## config.mk

```make
export PLATFORM = sky130hd
export DESIGN_NAME = cascaded_pulse_gen_warmup_timer
export DESIGN_NICKNAME = d
export VERILOG_FILES = /design/src/hdl/ppg_timer_pkg.sv /design/src/hdl/cascaded_pulse_gen_warmup_timer.sv
export SDC_FILE = /design/constraint.sdc
export NUM_CORES = 1
export LEC_CHECK = 0
export BUFFER_PORTS_ARGS = -buffer_cell sky130_fd_sc_hd__buf_4
export CAP_MARGIN = 25
export CELL_PAD_IN_SITES_DETAIL_PLACEMENT = 0
export CELL_PAD_IN_SITES_GLOBAL_PLACEMENT = 1
export CORE_ASPECT_RATIO = 0.5
export CORE_MARGIN = 4
export CORE_UTILIZATION = 35
export DETAILED_ROUTE_END_ITERATION = 10
export MAX_ROUTING_LAYER = met4
export PLACE_DENSITY = 0.67
export RECOVER_POWER = 50
export SYNTH_ARGS = -nofsm -noshare
export SYNTH_HDL_FRONTEND = slang
export SYNTH_SLANG_ARGS = --single-unit
```

## constraint.sdc

```tcl
create_clock -name I_SYS_CLK -period 3.15 [get_ports I_SYS_CLK]
set_clock_uncertainty 0.05 [all_clocks]
set_input_delay 0.4725 -clock I_SYS_CLK [delete_from_list [all_inputs] [get_ports I_SYS_CLK]]
set_output_delay 0.4725 -clock I_SYS_CLK [all_outputs]
set_load 0.005 [all_outputs]
```

## src/hdl/ppg_timer_pkg.sv

```systemverilog
// ****************************************
// constants and carriers
// ****************************************
package ppg_timer_pkg;

  localparam int unsigned ADDR_W = 5;

  localparam logic [4:0] OFF_LOWER_TIMER_CONTROL = 5'h00;
  localparam logic [4:0] OFF_UPPER_TIMER_CONTROL = 5'h04;
  localparam logic [4:0] OFF_WIDTH_COMPARE_LOW = 5'h08;
  localparam logic [4:0] OFF_WIDTH_COMPARE_HIGH = 5'h0C;
  localparam logic [4:0] OFF_PERIOD_COMPARE_LOW = 5'h10;
  localparam logic [4:0] OFF_PERIOD_COMPARE_HIGH = 5'h14;
  localparam logic [4:0] OFF_STATUS = 5'h18;

  localparam int unsigned RUN_BIT = 3;
  localparam int unsigned INIT_BIT = 7;
  localparam int unsigned MODE_BIT = 0;
  localparam int unsigned SRC_LSB = 0;
  localparam int unsigned ST_FF_BIT = 16;
  localparam int unsigned ST_RUN_BIT = 17;

  typedef enum logic [1:0] {
    SRC_EXT = 2'b00,
    SRC_DIV_A = 2'b01,
    SRC_DIV_B = 2'b10,
    SRC_DIRECT = 2'b11
  } src_t;

  typedef enum logic {
    MODE_PULSE = 1'b0,
    MODE_WARMUP = 1'b1
  } mode_t;

  localparam logic [7:0] CTRL_RST = 8'h00;
  localparam logic [7:0] CMP_RST = 8'h00;
  localparam logic [7:0] WARM_LOW_BYTE = 8'h00;
  localparam logic [15:0] CNT_RST = 16'h0000;
  localparam logic [15:0] PERIOD_MIN = 16'h0100;
  localparam logic [15:0] PERIOD_MAX = 16'hFF00;
  localparam logic [31:0] RD_ZERO = 32'h0000_0000;

  typedef struct packed {
    logic [ADDR_W-1:0] address;
    logic read;
    logic write;
    logic [31:0] writedata;
    logic [3:0] byteenable;
  } avs_req_t;

  typedef struct packed {
    logic [31:0] readdata;
    logic waitrequest;
  } avs_rsp_t;

endpackage : ppg_timer_pkg

```

## src/hdl/cascaded_pulse_gen_warmup_timer.sv

```systemverilog
// Functional notes
// - counter advances on internal or pin source
// - width match inverts output, keeps counting
// - period match inverts, clears, raises interrupt
// - output flop loads initial level, resets 0
// - pulse pin drives inverse of flop
// - compare registers act at once, unbuffered
// - stopped pin holds; level changed after stop
// - run bit 3, level bit 7
// - warm-up compares only period upper byte
// - warm-up match clears counter, raises interrupt
// - slow clock gives 7.81 ms to 1.99 s
// - fast clock gives 16 us to 4.08 ms
// - run bit starts at 1, stops at 0
//
// Decided for this implementation: the register addresses and register access over Avalon-MM.
module cascaded_pulse_gen_warmup_timer #(
  parameter int unsigned PRESC_W = 8,
  parameter int unsigned DIV_A_LOG2 = 3,
  parameter int unsigned DIV_B_LOG2 = 7
) (
  input wire logic I_SYS_CLK,
  input wire logic I_RST,
  input wire logic I_CE,
  input wire ppg_timer_pkg::avs_req_t I_AVS_REQ,
  input wire logic I_EXT_EVENT,
  output ppg_timer_pkg::avs_rsp_t O_AVS_RSP,
  output logic O_PULSE_OUT_N,
  output logic O_IRQ
);

  // ****************************************
  // parameter check
  // ****************************************
  if (DIV_A_LOG2 < 1 || DIV_A_LOG2 >= PRESC_W ||
      DIV_B_LOG2 < 1 || DIV_B_LOG2 >= PRESC_W) begin : g_bad_div
    $error("divider exponents must be 1 .. PRESC_W-1");
  end

  // ****************************************
  // state
  // ****************************************
  typedef struct packed {
    logic [7:0] lower_timer_control;
    logic [7:0] upper_timer_control;
    logic [7:0] width_compare_low;
    logic [7:0] width_compare_high;
    logic [7:0] period_compare_low;
    logic [7:0] period_compare_high;
    logic [15:0] cnt;
    logic [PRESC_W-1:0] presc;
    logic output_flipflop;
    logic pin_n;
    logic irq;
    logic ext_s1;
    logic ext_s2;
    logic ext_s3;
    logic waitreq;
    logic [31:0] rdata;
  } st_t;

  localparam st_t ST_RST = '{
    lower_timer_control: ppg_timer_pkg::CTRL_RST,
    upper_timer_control: ppg_timer_pkg::CTRL_RST,
    width_compare_low: ppg_timer_pkg::CMP_RST,
    width_compare_high: ppg_timer_pkg::CMP_RST,
    period_compare_low: ppg_timer_pkg::CMP_RST,
    period_compare_high: ppg_timer_pkg::CMP_RST,
    cnt: ppg_timer_pkg::CNT_RST,
    presc: '0,
    output_flipflop: 1'b0,
    pin_n: 1'b1,
    irq: 1'b0,
    ext_s1: 1'b1,
    ext_s2: 1'b1,
    ext_s3: 1'b1,
    waitreq: 1'b1,
    rdata: ppg_timer_pkg::RD_ZERO
  };

  st_t st_r;
  st_t st_nxt;

  // ****************************************
  // helpers
  // ****************************************
  function automatic logic is_off(
    input logic [ppg_timer_pkg::ADDR_W-1:0] a,
    input logic [ppg_timer_pkg::ADDR_W-1:0] off
  );
    return a == off;
  endfunction : is_off

  // all low k bits of the prescaler set marks one divided tick
  function automatic logic presc_tick(
    input logic [PRESC_W-1:0] p,
    input int unsigned k
  );
    logic [PRESC_W-1:0] m;
    m = PRESC_W'((1 << k) - 1);
    return &(p | ~m);
  endfunction : presc_tick

  ppg_timer_pkg::src_t src;
  ppg_timer_pkg::mode_t mode;
  logic run;
  logic ext_fall;
  logic tick_src;
  logic tick;
  logic [15:0] width_val;
  logic [15:0] period_val;
  logic width_hit;
  logic period_hit;
  logic bus_go;
  logic bus_commit;
  logic up_wr;

  assign src = ppg_timer_pkg::src_t'(
    st_r.lower_timer_control[ppg_timer_pkg::SRC_LSB +: 2]);
  assign mode = ppg_timer_pkg::mode_t'(
    st_r.upper_timer_control[ppg_timer_pkg::MODE_BIT]);
  assign run = st_r.upper_timer_control[ppg_timer_pkg::RUN_BIT];

  // falling edge of the synchronised pin; s1 feeds only s2
  assign ext_fall = st_r.ext_s3 & ~st_r.ext_s2;

  always_comb begin
    case (src)
      ppg_timer_pkg::SRC_EXT: tick_src = ext_fall;
      ppg_timer_pkg::SRC_DIV_A: tick_src = presc_tick(st_r.presc, DIV_A_LOG2);
      ppg_timer_pkg::SRC_DIV_B: tick_src = presc_tick(st_r.presc, DIV_B_LOG2);
      default: tick_src = 1'b1;
    endcase
  end

  // a stopped counter sees no tick, hence no match either
  assign tick = run & tick_src;

  // compare registers are read live, no shadow copy
  assign width_val = {st_r.width_compare_high, st_r.width_compare_low};
  assign period_val = (mode == ppg_timer_pkg::MODE_WARMUP) ?
    {st_r.period_compare_high, ppg_timer_pkg::WARM_LOW_BYTE} :
    {st_r.period_compare_high, st_r.period_compare_low};
  assign width_hit = (mode == ppg_timer_pkg::MODE_PULSE) &&
    (st_r.cnt == width_val);
  assign period_hit = (st_r.cnt == period_val);

  assign bus_go = (I_AVS_REQ.read | I_AVS_REQ.write) & st_r.waitreq;
  assign bus_commit = I_AVS_REQ.write & ~st_r.waitreq &
    I_AVS_REQ.byteenable[0];
  assign up_wr = bus_commit &&
    is_off(I_AVS_REQ.address, ppg_timer_pkg::OFF_UPPER_TIMER_CONTROL);

  // ****************************************
  // next state
  // ****************************************
  always_comb begin
    st_nxt = st_r;
    st_nxt.ext_s1 = I_EXT_EVENT;
    st_nxt.ext_s2 = st_r.ext_s1;
    st_nxt.ext_s3 = st_r.ext_s2;
    st_nxt.irq = 1'b0;
    if (run) begin
      st_nxt.presc = st_r.presc + 1'b1;
    end
    if (tick) begin
      if (period_hit) begin
        st_nxt.cnt = ppg_timer_pkg::CNT_RST;
        st_nxt.irq = 1'b1;
      end else begin
        st_nxt.cnt = st_r.cnt + 16'h0001;
      end
      // both compares hitting at once cancel each other on the flop
      st_nxt.output_flipflop = st_r.output_flipflop ^ width_hit ^
        (period_hit && mode == ppg_timer_pkg::MODE_PULSE);
    end
    // register access: waitrequest drops for one cycle per request
    if (bus_go) begin
      st_nxt.waitreq = 1'b0;
      st_nxt.rdata = ppg_timer_pkg::RD_ZERO;
      if (I_AVS_REQ.read) begin
        if (is_off(I_AVS_REQ.address, ppg_timer_pkg::OFF_LOWER_TIMER_CONTROL)) begin
          st_nxt.rdata[7:0] = st_r.lower_timer_control;
        end else if (is_off(I_AVS_REQ.address,
                            ppg_timer_pkg::OFF_UPPER_TIMER_CONTROL)) begin
          st_nxt.rdata[7:0] = st_r.upper_timer_control;
        end else if (is_off(I_AVS_REQ.address, ppg_timer_pkg::OFF_WIDTH_COMPARE_LOW)) begin
          st_nxt.rdata[7:0] = st_r.width_compare_low;
        end else if (is_off(I_AVS_REQ.address, ppg_timer_pkg::OFF_WIDTH_COMPARE_HIGH)) begin
          st_nxt.rdata[7:0] = st_r.width_compare_high;
        end else if (is_off(I_AVS_REQ.address, ppg_timer_pkg::OFF_PERIOD_COMPARE_LOW)) begin
          st_nxt.rdata[7:0] = st_r.period_compare_low;
        end else if (is_off(I_AVS_REQ.address,
                            ppg_timer_pkg::OFF_PERIOD_COMPARE_HIGH)) begin
          st_nxt.rdata[7:0] = st_r.period_compare_high;
        end else if (is_off(I_AVS_REQ.address, ppg_timer_pkg::OFF_STATUS)) begin
          st_nxt.rdata[15:0] = st_r.cnt;
          st_nxt.rdata[ppg_timer_pkg::ST_FF_BIT] = st_r.output_flipflop;
          st_nxt.rdata[ppg_timer_pkg::ST_RUN_BIT] = run;
        end
      end
    end else if (!st_r.waitreq) begin
      st_nxt.waitreq = 1'b1;
    end
    if (bus_commit) begin
      if (is_off(I_AVS_REQ.address, ppg_timer_pkg::OFF_LOWER_TIMER_CONTROL)) begin
        st_nxt.lower_timer_control = I_AVS_REQ.writedata[7:0];
      end else if (is_off(I_AVS_REQ.address, ppg_timer_pkg::OFF_UPPER_TIMER_CONTROL)) begin
        st_nxt.upper_timer_control = I_AVS_REQ.writedata[7:0];
      end else if (is_off(I_AVS_REQ.address, ppg_timer_pkg::OFF_WIDTH_COMPARE_LOW)) begin
        st_nxt.width_compare_low = I_AVS_REQ.writedata[7:0];
      end else if (is_off(I_AVS_REQ.address, ppg_timer_pkg::OFF_WIDTH_COMPARE_HIGH)) begin
        st_nxt.width_compare_high = I_AVS_REQ.writedata[7:0];
      end else if (is_off(I_AVS_REQ.address, ppg_timer_pkg::OFF_PERIOD_COMPARE_LOW)) begin
        st_nxt.period_compare_low = I_AVS_REQ.writedata[7:0];
      end else if (is_off(I_AVS_REQ.address, ppg_timer_pkg::OFF_PERIOD_COMPARE_HIGH)) begin
        st_nxt.period_compare_high = I_AVS_REQ.writedata[7:0];
      end
    end
    // level bit is taken only while stopped, so a running pulse is never cut
    if (up_wr && !run) begin
      st_nxt.output_flipflop = I_AVS_REQ.writedata[ppg_timer_pkg::INIT_BIT];
    end
    st_nxt.pin_n = ~st_nxt.output_flipflop;
  end

  // ****************************************
  // registers
  // ****************************************
  always_ff @(posedge I_SYS_CLK or posedge I_RST) begin
    if (I_RST) begin
      st_r <= ST_RST;
    end else if (I_CE) begin
      st_r <= st_nxt;
    end
  end

  assign O_AVS_RSP.readdata = st_r.rdata;
  assign O_AVS_RSP.waitrequest = st_r.waitreq;
  assign O_PULSE_OUT_N = st_r.pin_n;
  assign O_IRQ = st_r.irq;
endmodule : cascaded_pulse_gen_warmup_timer

```

==> results.ini, run 1 <==
[routing]
totalWireLength_mm = 13.2
vias = 3739
antenna_left = 0
drc_errors = 0
drt_iter0_drc = 305
via_per_inst = 5.13
drt_pass1_iterations = 4
wl_per_cell_um = 18.1

[clock_tree]
numCtsBuffers = 9
postCtsSetupBuffers = 0
insertion_delay_ns = 0.35
post_cts_resized = 0
cts.sinks = 96
clk_path_buf_depth = 2
cts_tree = yes
cts_max_level = 3
cts_hold_buf = 0
clk_pin_slew_ns = 0.07
cts_root_buffer = clkbuf_16

[job]
cap_viol_max_count = 0

[sta]
worst_pin_slew_ns = 1.41
fmax_ghz = 0.406
max-slew-margin-rel = 0.0577
slew_violations = 0
min_period_ns = 2.46
hold_viol_final = 0
setup_viol = 0
rsz0062_at_grt = no
whs_ns = 0.308
period_share = 0.781
final.setup.tns_ns = 0

[layout]
drive_above_1_share = 0.247
layout_common_cells = dfrtp_1, mux2_2, nor2_1, buf_4, nand2_1
ff_latch_area_um2 = 2410
fillerInstances = 1477
multi_input_area_um2 = 2500
antenna_cells = 0
fin_util = 0.402
nets = 576
syn_to_final_growth_pct = 10.9
layout_commonest_cell = dfrtp_1

[global_routing]
grt_first_pass_wirelength_mm = 21.2
track_usage = 0.163
antenna_found_initial = 1
overflow = 0
first_global_vias = 3587
grt_max_degree = 67

[power]
power_w = 0.00322
pwr-share-comb = 0.134
switchingPower_w = 0.000866
peakVddDrop_uv = 290
p_leak_nw = 2.82
pwr-share-clk = 0.398
sw_frac_of_total = 0.269
power_density_nw_per_um2 = 547
seqPwrFrac = 0.468
internal_power_w = 0.00235

[worst_setup_path]
criticalPathCategory = flop to flop
crit_fanout = 5
arrival_ns = 2.64
critPathRequiredTime_ns = 3.33
crit_path_start_kind = flop
end_kind = flop

[yosys]
yosysSeqAreaShare = 0.454
postSynthAreaPerCell_um2 = 10.3
netlist_area_um2 = 5310
synth_cells = 516
synth_top_cell_area_share = 0.429
yosys_register_bits = 96
yosysWarnings = 0
synthTopCellsByArea = dfrtp_1, mux2_2, xor2_1
synth_top_area_cell = dfrtp_1
async_flop_share = 1.00
synth-main-ff-cell = dfrtp_1
synth_cell_types = 59
synth_edf_count = 0

[status]
status = completed

[placement]
place_hpwl_mm = 9.54
port_buffers = 40
place.gp.congestion = 0.864

[floorplan]
coreArea_um2 = 14700
start_util = 0.362
die_x_um = 182
rows = 31
die_height_um = 95.1
io_pins = 82
die_area_um2 = 17300

[min_path]
min_path_type = input pin to flop

layer usage:
layer / global-route usage / wire (um) / vias up
li1: - / - / 1800
met1: 0.238 / 6490 / 1856
met2: 0.238 / 5710 / 71
met3: 0.0309 / 880 / 12
met4: 0.0337 / 136 / 0
met5: - / 0 / -
state kept, by name, indices dropped and copies added, names as in the netlist:
signal,flops
O_IRQ,1
run,1
mode,1
O_AVS_RSP,19
O_PULSE_OUT_N,1
st_r,69
src,2
st_nxt,2
area by class of cell:
cell class,instances,share of cell area
sequential,96,0.409
tap,198,0.0421
clock inverter,5,0.0176
multi-input combinational,361,0.424
inverter,9,0.00574
clock buffer,11,0.0412
timing repair buffer,49,0.0599
logic make-up (layout without fill, tap and decap cells):
kind of cell / Yosys count / in the layout / share of synthesized area
adders and majority gates: 3 / 3 / 0.00707
AOI/OAI and AO/OA: 101 / 101 / 0.124
other: 1 / 14 / 0.000706
buffers and inverters: 72 / 74 / 0.0846
xor gates and xnor gates: 43 / 43 / 0.0709
and+or+nand+nor: 145 / 145 / 0.143
DFF: 96 / 96 / 0.454
muxes: 55 / 55 / 0.116
synthesized netlist by cell type, drive strengths merged (9+ instances only):
cell / count
xor2: 32
clkbuf: 16
xnor2: 11
inv: 9
buf: 47
o21ai: 30
dfrtp: 91
nor2: 50
nand3: 11
nand2: 34
o2bb2ai: 10
a22o: 11
nor4: 14
a21oi: 26
mux2: 51
path summary, 6_finish.rpt:
path	start	end	slack [ns]	depth (start not counted)
min	I_EXT_EVENT	st_nxt[34]	0.31	2
max in group asynchronous	I_RST	st_r[91]	1.05	3
max reg2reg	st_r[62]	st_r[38]	0.69	7
max	st_r[62]	st_r[38]	0.69	7
min in group asynchronous	I_RST	st_r[42]	0.50	2
min reg2reg	st_r[44]	st_r[44]	0.42	1
per-stage QoR:
stage	area, um2	std cells	setup WS, ns
floorplan	5360	529	0.130
global placement	5560	713	0.676
detailed placement	5560	713	0.666
CTS	5910	729	0.676
global route	5890	729	0.475
finish	5890	729	0.688
power by group through the flow:
stage	Clock, W	Sequential, W	Combinational, W
after floorplan	0	0.00144	0.000408
after detailed placement	0	0.00153	0.000442
after global routing	0.00135	0.00153	0.000497
after global placement	0	0.00153	0.000435
after CTS	0.00131	0.00151	0.000445
final	0.00128	0.00151	0.000433
worst max-delay path: stages, from the launching register on:
cell      delay, ns
dfrtp_1        0.47
xor2_1         0.19
nor4_1         0.40
o211ai_1       0.16
and4b_1        0.49
mux2_4         0.36
mux2i_1        0.15
nor2_1         0.06
Note: power is estimated with default switching activity, not from simulation.
==> run 2, diff against run 1 <==
Settings changed: PLACE_DENSITY 0.67 to 0.64.
Clock period 3.15 ns to 2.3 ns, I/O delays scaled along.
==> results.ini, run 2 (synthesis results as in run 1) <==
[floorplan]
die_area_um2 = 17300  ; unchanged
start_util = 0.362  ; unchanged
io_pins = 82  ; unchanged
die_x_um = 182  ; unchanged
die_height_um = 95.1  ; unchanged
coreArea_um2 = 14700  ; unchanged
rows = 31  ; unchanged

[layout]
syn_to_final_growth_pct = 16.7
fillerInstances = 1435  ; -2.8%
drive_above_1_share = 0.316  ; +0.0691
fin_util = 0.422  ; +0.0209
multi_input_area_um2 = 2540  ; +1.6%
nets = 615  ; +6.8%
top_register = st_r
layout_commonest_cell = dfrtp_1
ff_latch_area_um2 = 2410  ; +0.16%
largest_reg_flops = 69  ; unchanged
fin_cells = 769  ; +5.5%
layout_common_cells = dfrtp_1, buf_4, mux2_2, nor2_1, nand2_1

[worst_setup_path]
critPathSlowestCell = dfrtp_1
crit_path_start = st_r[61]
path_cells = xor2_1 > nor4_1 > nand4_1 > a211o_1 > mux2_4 > mux2i_1 > nor2_1
crit_fanout = 3  ; -2
regToRegStartpoint = st_r[61]
cp.depth = 7  ; unchanged
path_buf_inv = 0  ; unchanged
crit_end = st_r[38]
cpLargestDelayFamily = simple AND/OR/NAND/NOR gates
crit_path_max_incr_delay_ns = 0.43  ; -0.06 ns
reg2reg_to = st_r[38]
reg2reg_depth = 7  ; unchanged
criticalPathCategory = flop to flop
critPathRequiredTime_ns = 2.47  ; -0.86 ns
arrival_ns = 2.41  ; -0.23 ns
ff2ff_setup_slack_ns = 0.06  ; -0.63 ns
crit_path_start_kind = flop
end_kind = flop

[routing]
drt_iter0_drc = 240  ; -21%
totalWireLength_mm = 13.5  ; +2.5%
drc_errors = 0  ; unchanged
drt_pass1_iterations = 5  ; +1
antenna_left = 0  ; unchanged
via_per_inst = 5.02  ; -2.2%
vias = 3857  ; +3.2%
wl_per_cell_um = 17.6  ; -2.8%

[global_routing]
grt_max_degree = 30  ; -55%
grt_first_pass_wirelength_mm = 21.9  ; +3.3%
antenna_found_initial = 0  ; -1
overflow = 0  ; unchanged
first_global_vias = 3744  ; +4.4%
track_usage = 0.168  ; +0.00429

[clock_tree]
cts_max_level = 3  ; unchanged
insertion_delay_ns = 0.33  ; -0.02 ns
cts.sinks = 96  ; unchanged
clk_pin_slew_ns = 0.07  ; about the same
clk_path_buf_depth = 2  ; unchanged
cts_tree = yes
numCtsBuffers = 9  ; unchanged
cts_root_buffer = clkbuf_16

[placement]
place_hpwl_mm = 10.2  ; +6.8%
place.gp.congestion = 0.841  ; -2.6%
port_buffers = 40  ; unchanged
dp.cells = 750  ; +5.2%

[power]
p_leak_nw = 3.01  ; +6.6%
peakVddDrop_uv = 416  ; +44%
power_density_nw_per_um2 = 690  ; +26%
power_w = 0.00427  ; +33%

[sta]
hold_viol_final = 0  ; unchanged
rsz0062_at_grt = yes
whs_ns = 0.189  ; -0.120 ns
setup_viol = 0  ; unchanged
fmax_ghz = 0.447  ; +10%
max-slew-margin-rel = 0.225  ; +0.167
period_share = 0.973  ; +0.191
min_period_ns = 2.24  ; -0.225 ns
worst_pin_slew_ns = 1.16  ; -0.255 ns
slew_violations = 0  ; unchanged

[job]
cap_viol_max_count = 0  ; unchanged

[status]
status = completed

[min_path]
min_path_type = input pin to asynchronous set/reset pin

run 2: repair_timing:
item                                    in CTS  in global routing
buffers inserted                             0                  2
hold buffers                                 0                  0
resized for setup                            0                 10
endpoints found under the setup margin       0                  6
run 2: routing by layer:
layer  vias to the layer above  wire length [um]  GRT usage  share of wire
li1                       1875                 -          -              -
met1                      1918              7210      0.250           0.53
met2                        62              5860      0.239           0.43
met3                         2               421     0.0347          0.031
met4                         0                46     0.0243         0.0034
met5                         -                 0          -              0
run 2: report_power, final:
part	total (W)	internal, W	switching [W]
sequential	0.00203	0.00185	0.000180
combinational	0.000736	0.000354	0.000382
clock	0.00151	0.000872	0.000635
run 2: layout make-up:
class,instances,area share
Antenna cell,1,0.000404
Clock buffer,11,0.0392
Inverter,9,0.00566
Sequential cell,96,0.389
Tap cell,198,0.0400
Multi-Input combinational cell,361,0.409
Clock inverter,5,0.00909
Timing Repair Buffer,88,0.107
run 2: worst min path at each step:
stage | start | end | cells past startpoint
final | I_RST | O_AVS_RSP[3] | 2
after global routing | I_EXT_EVENT | st_nxt[34] | 2
after CTS | I_RST | O_AVS_RSP[3] | 2
after detailed placement | I_RST | O_AVS_RSP[3] | 2
after global placement | st_r[45] | st_r[45] | 1
after floorplan | st_r[45] | st_r[45] | 1
run 2: through the flow:
step / TNS [ns] / cell area [um2] / setup WS, ns
detailed placement: 0 / 5880 / 0.0335
global route: -0.0418 / 6190 / -0.0418
floorplan: 0 / 5360 / 0.276
global placement: 0 / 5880 / 0.0706
CTS: 0 / 6180 / 0.0135
finish: 0 / 6190 / 0.0630
